===== src/verilog/tcr_cfg.svh =====
// Purpose: constants of the rejection report framer
// Assumes: included by bare name after the package
// Notes: every field value, word slot and length lives here
`ifndef TCR_CFG_SVH
`define TCR_CFG_SVH

// primary header fields
`define TCR_VERSION 3'h0
`define TCR_TM_TYPE 1'h0
`define TCR_DFH_FLAG 1'h1
`define TCR_PID 7'h47
`define TCR_CAT_EVENT 4'h1
`define TCR_SEG_FLAGS 2'h3
`define TCR_CNT_W 14

// data field header fields
`define TCR_PUS_VER 3'h1
`define TCR_CKS_FLAG 1'h0
`define TCR_SPARE 4'h0
`define TCR_SVC_TYPE 8'h01
`define TCR_SVC_SUBTYPE 8'h02
`define TCR_PAD 8'h00

// failure codes and packet length fields (octets after header - 1)
`define TCR_FC_CKS 16'h0002
`define TCR_FC_PID 16'h0003
`define TCR_LEN_CKS 16'h0015
`define TCR_LEN_PID 16'h0011

// word slots inside a report, in send order
`define TCR_W_ID 4'h0
`define TCR_W_SEQ 4'h1
`define TCR_W_LEN 4'h2
`define TCR_W_T0 4'h3
`define TCR_W_T1 4'h4
`define TCR_W_T2 4'h5
`define TCR_W_DF0 4'h6
`define TCR_W_DF1 4'h7
`define TCR_W_GID 4'h8
`define TCR_W_SCW 4'h9
`define TCR_W_FC 4'ha
`define TCR_W_SVC 4'hb
`define TCR_W_RCK 4'hc
`define TCR_W_CCK 4'hd
`define TCR_W_STEP 4'h1

// beats per report, for the handshake count check
`define TCR_BEATS_CKS 5'h0e
`define TCR_BEATS_PID 5'h0c

`endif


===== src/verilog/tcr_pkg.sv =====
// Purpose: types of the rejection report framer
// Assumes: nothing beyond the standard
// Notes: widths follow the report layout
package tcr_pkg;

  // framer states, gray along idle -> send
  typedef enum logic [1:0] {
    TCR_IDLE = 2'b00,
    TCR_SEND = 2'b01
  } tcr_state_e;

  // which acceptance fault is reported
  typedef enum logic {
    TCR_FAULT_CKS = 1'b0,
    TCR_FAULT_PID = 1'b1
  } tcr_fault_e;

  // fault request from the telecommand checker
  typedef struct packed {
    tcr_fault_e kind;
    logic [15:0] tc_seq_ctrl;    // seg flags and count of rejected tc
    logic [7:0] tc_svc_type;     // service type of rejected tc
    logic [7:0] tc_svc_subtype;  // service subtype of rejected tc
    logic [15:0] rx_cks;         // checksum carried by the tc
    logic [15:0] calc_cks;       // checksum computed locally
  } tcr_req_s;

  // one report held while it is sent
  typedef struct packed {
    tcr_req_s req;
    logic [47:0] acq_time;
    logic [13:0] seq_count;
  } tcr_rep_s;

  // all state of the framer but the sequence and beat counters
  typedef struct packed {
    tcr_state_e st;
    logic [3:0] idx;
    tcr_rep_s rep;
    logic [15:0] data;
    logic valid;
  } tcr_regs_s;

endpackage : tcr_pkg


===== src/verilog/tcr_seq_counter.sv =====
// Purpose: source sequence counter for one pid/category pair
// Assumes: adv is a one-cycle pulse per emitted report
// Notes: wraps modulo 2**W like the header field
`timescale 1ns/100ps
module tcr_seq_counter #(
  parameter int W = 14
) (
  input wire logic clk,
  input wire logic rst,
  input wire logic adv,
  output logic [W-1:0] count
);

  logic [W-1:0] count_ff; // value for the next report
  logic [W-1:0] nxt_count;

  // step by one per report, zero after reset
  always_comb begin
    nxt_count = count_ff;
    if (adv) begin
      nxt_count = count_ff + W'(1);
    end
  end

  always_ff @(posedge clk) begin
    if (rst) begin
      count_ff <= '0;
    end else begin
      count_ff <= nxt_count;
    end
  end

  assign count = count_ff;
endmodule : tcr_seq_counter


===== src/verilog/tcr_framer.sv =====
// Purpose: frame telecommand acceptance failure event reports
// Assumes: checker holds req stable while req_valid and not ready
// Notes: one report in flight; the checker stalls while it drains
`timescale 1ns/100ps
`include "tcr_cfg.svh"

// Function
// - report every telecommand with a foreign identifier
// - report every telecommand failing its checksum
// - fixed primary header, pid 71, event category
// - per pid/category counter, zero at start
// - acquisition time, seconds then fraction
// - data field header, type 1 subtype 2
// - checksum fault: six words, code 2
// - identifier fault: four words, code 3
// - service info holds rejected type, subtype
// - global id and sequence control composition
module tcr_framer import tcr_pkg::*; #(
  parameter int CNT_W = `TCR_CNT_W
) (
  input wire logic clk,
  input wire logic rst,
  input wire logic req_valid,
  output logic req_ready,
  input tcr_req_s req,
  input wire logic [47:0] now_time,
  output logic out_valid,
  input wire logic out_ready,
  output logic [15:0] out_data,
  output logic out_first,
  output logic out_last
);

  // the header field is fixed at fourteen bits
  if (CNT_W != `TCR_CNT_W) begin : g_bad_width
    $error("tcr_framer: CNT_W must be 14");
  end

  tcr_regs_s state_ff;  // registered framer state
  tcr_regs_s nxt_state; // next value of it
  logic [CNT_W-1:0] seq_cnt; // count for the next report
  logic accept;         // fault request taken this cycle
  logic beat;           // output word taken this cycle
  logic [3:0] last_idx; // slot of the final word
  logic [4:0] hs_cnt_ff; // beats seen, read by checks only
  logic [4:0] nxt_hs_cnt;

  // build one word of the report from its held fields
  function automatic logic [15:0] word_at(tcr_rep_s r, logic [3:0] i);
    logic cks;
    cks = (r.req.kind == TCR_FAULT_CKS);
    case (i)
      `TCR_W_ID: word_at = {`TCR_VERSION, `TCR_TM_TYPE, `TCR_DFH_FLAG,
                            `TCR_PID, `TCR_CAT_EVENT};
      `TCR_W_SEQ: word_at = {`TCR_SEG_FLAGS, r.seq_count};
      `TCR_W_LEN: word_at = cks ? `TCR_LEN_CKS : `TCR_LEN_PID;
      `TCR_W_T0: word_at = r.acq_time[47:32];
      `TCR_W_T1: word_at = r.acq_time[31:16];
      `TCR_W_T2: word_at = r.acq_time[15:0];
      `TCR_W_DF0: word_at = {`TCR_PUS_VER, `TCR_CKS_FLAG, `TCR_SPARE,
                             `TCR_SVC_TYPE};
      `TCR_W_DF1: word_at = {`TCR_SVC_SUBTYPE, `TCR_PAD};
      `TCR_W_GID: word_at = {5'h00, `TCR_PID, `TCR_CAT_EVENT};
      `TCR_W_SCW: word_at = r.req.tc_seq_ctrl;
      `TCR_W_FC: word_at = cks ? `TCR_FC_CKS : `TCR_FC_PID;
      `TCR_W_SVC: word_at = {r.req.tc_svc_type,
                             r.req.tc_svc_subtype};
      `TCR_W_RCK: word_at = r.req.rx_cks;
      `TCR_W_CCK: word_at = r.req.calc_cks;
      default: word_at = 16'h0000;
    endcase
  endfunction : word_at

  // one counter serves the single pid/category pair this block emits
  tcr_seq_counter #(
    .W(CNT_W)
  ) u_seq_counter (
    .clk(clk),
    .rst(rst),
    .adv(accept),
    .count(seq_cnt)
  );

  // ready only when idle: a fault arriving mid-report waits at the port
  assign req_ready = (state_ff.st == TCR_IDLE);
  assign accept = req_valid && req_ready;
  assign beat = state_ff.valid && out_ready;
  // final slot differs: checksum reports carry two extra words
  assign last_idx = (state_ff.rep.req.kind == TCR_FAULT_CKS) ?
                    `TCR_W_CCK : `TCR_W_SVC;

  // next state: latch fault and time, then walk the word slots
  always_comb begin
    nxt_state = state_ff;
    case (state_ff.st)
      TCR_IDLE: begin
        if (req_valid) begin
          nxt_state.rep.req = req;
          nxt_state.rep.acq_time = now_time;
          nxt_state.rep.seq_count = seq_cnt;
          nxt_state.idx = `TCR_W_ID;
          nxt_state.data = word_at(nxt_state.rep, `TCR_W_ID);
          nxt_state.valid = 1'b1;
          nxt_state.st = TCR_SEND;
        end
      end
      TCR_SEND: begin
        if (out_ready && state_ff.idx == last_idx) begin
          // report done, back to waiting
          nxt_state.valid = 1'b0;
          nxt_state.idx = `TCR_W_ID;
          nxt_state.st = TCR_IDLE;
        end else if (out_ready) begin
          // next slot; data stays put while the sink stalls
          nxt_state.idx = state_ff.idx + `TCR_W_STEP;
          nxt_state.data = word_at(state_ff.rep, nxt_state.idx);
        end
      end
      default: begin
        nxt_state = '0;
      end
    endcase
  end

  // state register, synchronous reset
  always_ff @(posedge clk) begin
    if (rst) begin
      state_ff <= '0;
    end else begin
      state_ff <= nxt_state;
    end
  end

  assign out_valid = state_ff.valid;
  assign out_data = state_ff.data;
  assign out_first = state_ff.valid && (state_ff.idx == `TCR_W_ID);
  assign out_last = state_ff.valid && (state_ff.idx == last_idx);

  // beat counter for the length checks only
  always_comb begin
    nxt_hs_cnt = hs_cnt_ff;
    if (beat && out_last) begin
      nxt_hs_cnt = 5'h00;
    end else if (beat) begin
      nxt_hs_cnt = hs_cnt_ff + 5'h01;
    end
  end

  always_ff @(posedge clk) begin
    if (rst) begin
      hs_cnt_ff <= 5'h00;
    end else begin
      hs_cnt_ff <= nxt_hs_cnt;
    end
  end
endmodule : tcr_framer


===== config.mk =====
export PLATFORM = sky130hd
export DESIGN_NAME = tcr_framer
export DESIGN_NICKNAME = d
export VERILOG_FILES = /design/src/verilog/tcr_pkg.sv /design/src/verilog/tcr_seq_counter.sv /design/src/verilog/tcr_framer.sv
export VERILOG_INCLUDE_DIRS = /design/src /design/src/verilog
export SDC_FILE = /design/constraint.sdc
export NUM_CORES = 1
export LEC_CHECK = 0
export BUFFER_PORTS_ARGS = -buffer_cell sky130_fd_sc_hd__buf_2
export CAP_MARGIN = 10
export CORE_ASPECT_RATIO = 1.25
export CORE_MARGIN = 3
export CORE_UTILIZATION = 50
export CTS_BUF_LIST = sky130_fd_sc_hd__clkbuf_4 sky130_fd_sc_hd__clkbuf_8
export DETAILED_ROUTE_END_ITERATION = 8
export HOLD_SLACK_MARGIN = 0.08
export PLACE_DENSITY = 0.83
export SETUP_SLACK_MARGIN = 0.05
export SLEW_MARGIN = 20
export SYNTH_ARGS = -nofsm -noshare
export SYNTH_HDL_FRONTEND = slang
export SYNTH_SLANG_ARGS = --single-unit

===== constraint.sdc =====
create_clock -name clk -period 5.1 [get_ports clk]
set_input_delay 0 -clock clk [delete_from_list [all_inputs] [get_ports clk]]
set_output_delay 0 -clock clk [all_outputs]
set_load 0.1 [all_outputs]

==> results.yml <==
routing:
  wl_met1_um: 9720
  vias: 7824
  routed_wl_um: 26900
  wl_met2_um: 13500
  routed.top_layer: "met4"
  antenna_left: 0
  routedWlPerCell_um: 20.4
  dr.pass1.iters: 6
  via_per_inst: 5.94
  wl_met3_um: 1860
  drt-initial-drc-count: 717
  drc: 0
min_path:
  hold_class: "in -> reg"
floorplanning:
  ioPinCount: 137
  core_area_um2: 14100
  die_x_um: 114
  dieArea_um2: 16100
  initial_core_util: 0.519
  dieHeight_um: 141
  rows: 48
worst_setup_path:
  path_class: "reg -> reg"
  arrival_ns: 3.65
  path_max_fanout: 22
  start_kind: "flop"
  critical-path-top-delay-family: "compound AO/OA/AOI/OAI gates"
  required_ns: 5.46
  cp_slowest_stage_delay_ns: 0.76
  crit_chain: "ha_1, and2_1, a21oi_1, o2bb2ai_1, a22oi_1, a311oi_1"
  critPathSlowestCell: "ha_1"
  crit_buf_inv: 0
  end_kind: "flop"
synthesis:
  ys_async_sr_fraction: 0
  synthFlopType: "dfxtp_1"
  yosysUniqueCellTypes: 54
  ys_ff_latch: 162
  syn_nets: 1061
  syn_avg_cell_area_um2: 7.77
  ys_warn_count: 0
  ys_seq_area_frac: 0.445
  syn_inst: 939
  synth.cell_area_um2: 7300
  synth_edf_count: 0
finish:
  area_growth_pct: 29.0
  fillCellCount: 1122
  ff_latch_area_um2: 3240
  drive_above_1_share: 0.161
  multiInputGateArea_um2: 3610
  nets: 1249
placed_design:
  dp_slack_ns: 1.95
  dp_hpwl_um: 16900
  gp_congestion: 1.02
  port_buffers: 136
sta:
  worst_slew_margin_rel: 0.330
  fmax_mhz: 304
  setup_tns_ns: 0
  hold_viol: 0
  setup_violations: 0
  post-route-min-period_ns: 3.29
  fin_ws_ns: 1.81
  skew_ns: 0.00879
  tightest_slew_ns: 1.00
  drv_slew: 0
  rsz0062_at_grt: "false"
  hold_ws_ns: 0.140
  post-route-period-util: 0.646
cts:
  cts_tree: "yes"
  clkSinkCount: 162
  cts_buffer_depth: 2
  insertion_delay_ns: 0.46
  clk_pin_slew_worst_paths_ns: 0.09
  cts_setup_buffers: 0
  numCtsBuffers: 17
  htree_levels: 4
  root_buffer: "clkbuf_8"
power:
  leakage_nw: 3.71
  irDropWorstVdd_v: 0.000274
  power.density_nw_per_um2: 292
  total_power_mw: 2.75
grt:
  antenna_found_initial: 2
  grt_pass1_wl_um: 41100
  grt_pass1_vias: 7642
  overflow: 0
  grt_usage: 0.332
  grt_max_degree: 85
job:
  cap_violations: 0
status:
  status: "finished, final reports clean"
[cells in the final DEF (no fill, tap or decap), types with 9 or more instances in the layout]
cell | netlist | final
a21oi_1 | 145 | 145
a22o_1 | 14 | 14
a22oi_1 | 11 | 11
a32oi_1 | 9 | 9
and3_1 | 14 | 14
buf_2 | 14 | 135
clkbuf_8 | 0 | 20
dfxtp_1 | 162 | 162
dlygate4sd3_1 | 0 | 116
nand2_1 | 279 | 278
nand3_1 | 18 | 18
nand4_1 | 10 | 10
nor2_1 | 33 | 33
nor2b_1 | 10 | 9
o21ai_0 | 17 | 17
xor2_1 | 10 | 10
[area by class of cell]
cell class,instances,area share
diodes,2,0.000532
well taps,175,0.0233
multi-input cells,683,0.384
inverters,5,0.00199
clock buffers,21,0.0300
flip-flops and latches,162,0.345
repair buffers,258,0.201
clock inverters,11,0.0152
[registers in the layout, summed over array words and instances, names as in the netlist]
register             flops
out_data                16
out_valid                1
state_ff               131
u_seq_counter.count     14
[cells in the mapped netlist, drive strengths merged (2+ instances only)]
cell type,instances,area [um^2]
ha,5,62.6
nand2b,7,43.8
o21bai,2,15.0
a2111oi,2,17.5
or3,3,18.8
nand4b,2,17.5
a211oi,7,52.6
nor2,33,124
o2bb2ai,2,17.5
xnor2,5,43.8
a31oi,6,37.5
dfxtp,162,3240
a21o,3,22.5
a221o,4,40.0
and2,4,25.0
clkbuf,53,199
a21oi,145,726
a32oi,9,78.8
nor3b,2,15.0
and3b,2,17.5
nand3,18,90.1
nand3b,2,15.0
a22o,14,123
nor2b,10,62.6
o21ai,18,90.1
buf,36,239
and3,14,87.6
o22ai,4,25.0
nand2,279,1050
a311oi,5,43.8
mux2i,8,80.1
a222oi,8,80.1
a22oi,11,82.6
nand4,10,62.6
mux2,4,45.0
inv,5,18.8
xor2,10,87.6
nor3,9,50.1
a221oi,8,76.3
[cell families (layout without fill, tap and decap cells)]
family                   Yosys count  in the layout  share of synthesized area
AND/OR/NAND/NOR                  395            395                      0.230
multiplexers                      12             12                     0.0171
XOR/XNOR                          15             15                     0.0180
other                              0              2                          0
buffers and inverters             94            295                     0.0626
flip-flops                       162            162                      0.445
adder cells (fa/ha/maj)            5              5                    0.00857
AO/OA/AOI/OAI                    256            256                      0.219
[power by group]
part,internal [mW],total [mW],switching [mW]
combinational,0.151,0.374,0.223
clock,0.493,0.994,0.501
sequential,1.32,1.38,0.0576
[per-layer routing]
metal | up-vias | global-route usage
met5 | - | 0
met1 | 3643 | 0.374
met4 | 0 | 0.207
li1 | 3614 | -
met2 | 439 | 0.573
met3 | 128 | 0.0593
[worst paths after layout]
kind | from | to | slack [ns] | depth (start not counted)
worst max-delay path | state_ff[144]$_SDFFE_PP0P_ | out_data[6]$_SDFFE_PP0P_ | 1.81 | 6
worst min-delay path | rst | u_seq_counter.count[2]$_SDFFE_PP0P_ | 0.14 | 2
worst max register to register | state_ff[144]$_SDFFE_PP0P_ | out_data[6]$_SDFFE_PP0P_ | 1.81 | 6
worst min register to register | state_ff[29]$_SDFFE_PP0P_ | state_ff[29]$_SDFFE_PP0P_ | 0.46 | 2
[timing repair]
item / 4_1_cts / 5_1_grt
resized for setup: 0 / 0
endpoints found under the setup margin: 0 / 0
hold buffers: 116 / 0
hold endpoints to repair: 116 / 0
[metrics by stage]
stage / utilization / area (um^2) / instances
2_1_floorplan: - / 7300 / 939
5_1_grt: 0.670 / 9410 / 1317
3_3_place_gp: 0.556 / 7820 / 1167
4_1_cts: 0.669 / 9410 / 1315
3_5_place_dp: 0.556 / 7820 / 1167
6_report: 0.670 / 9410 / 1317
Power figures use the tool's default switching activity.
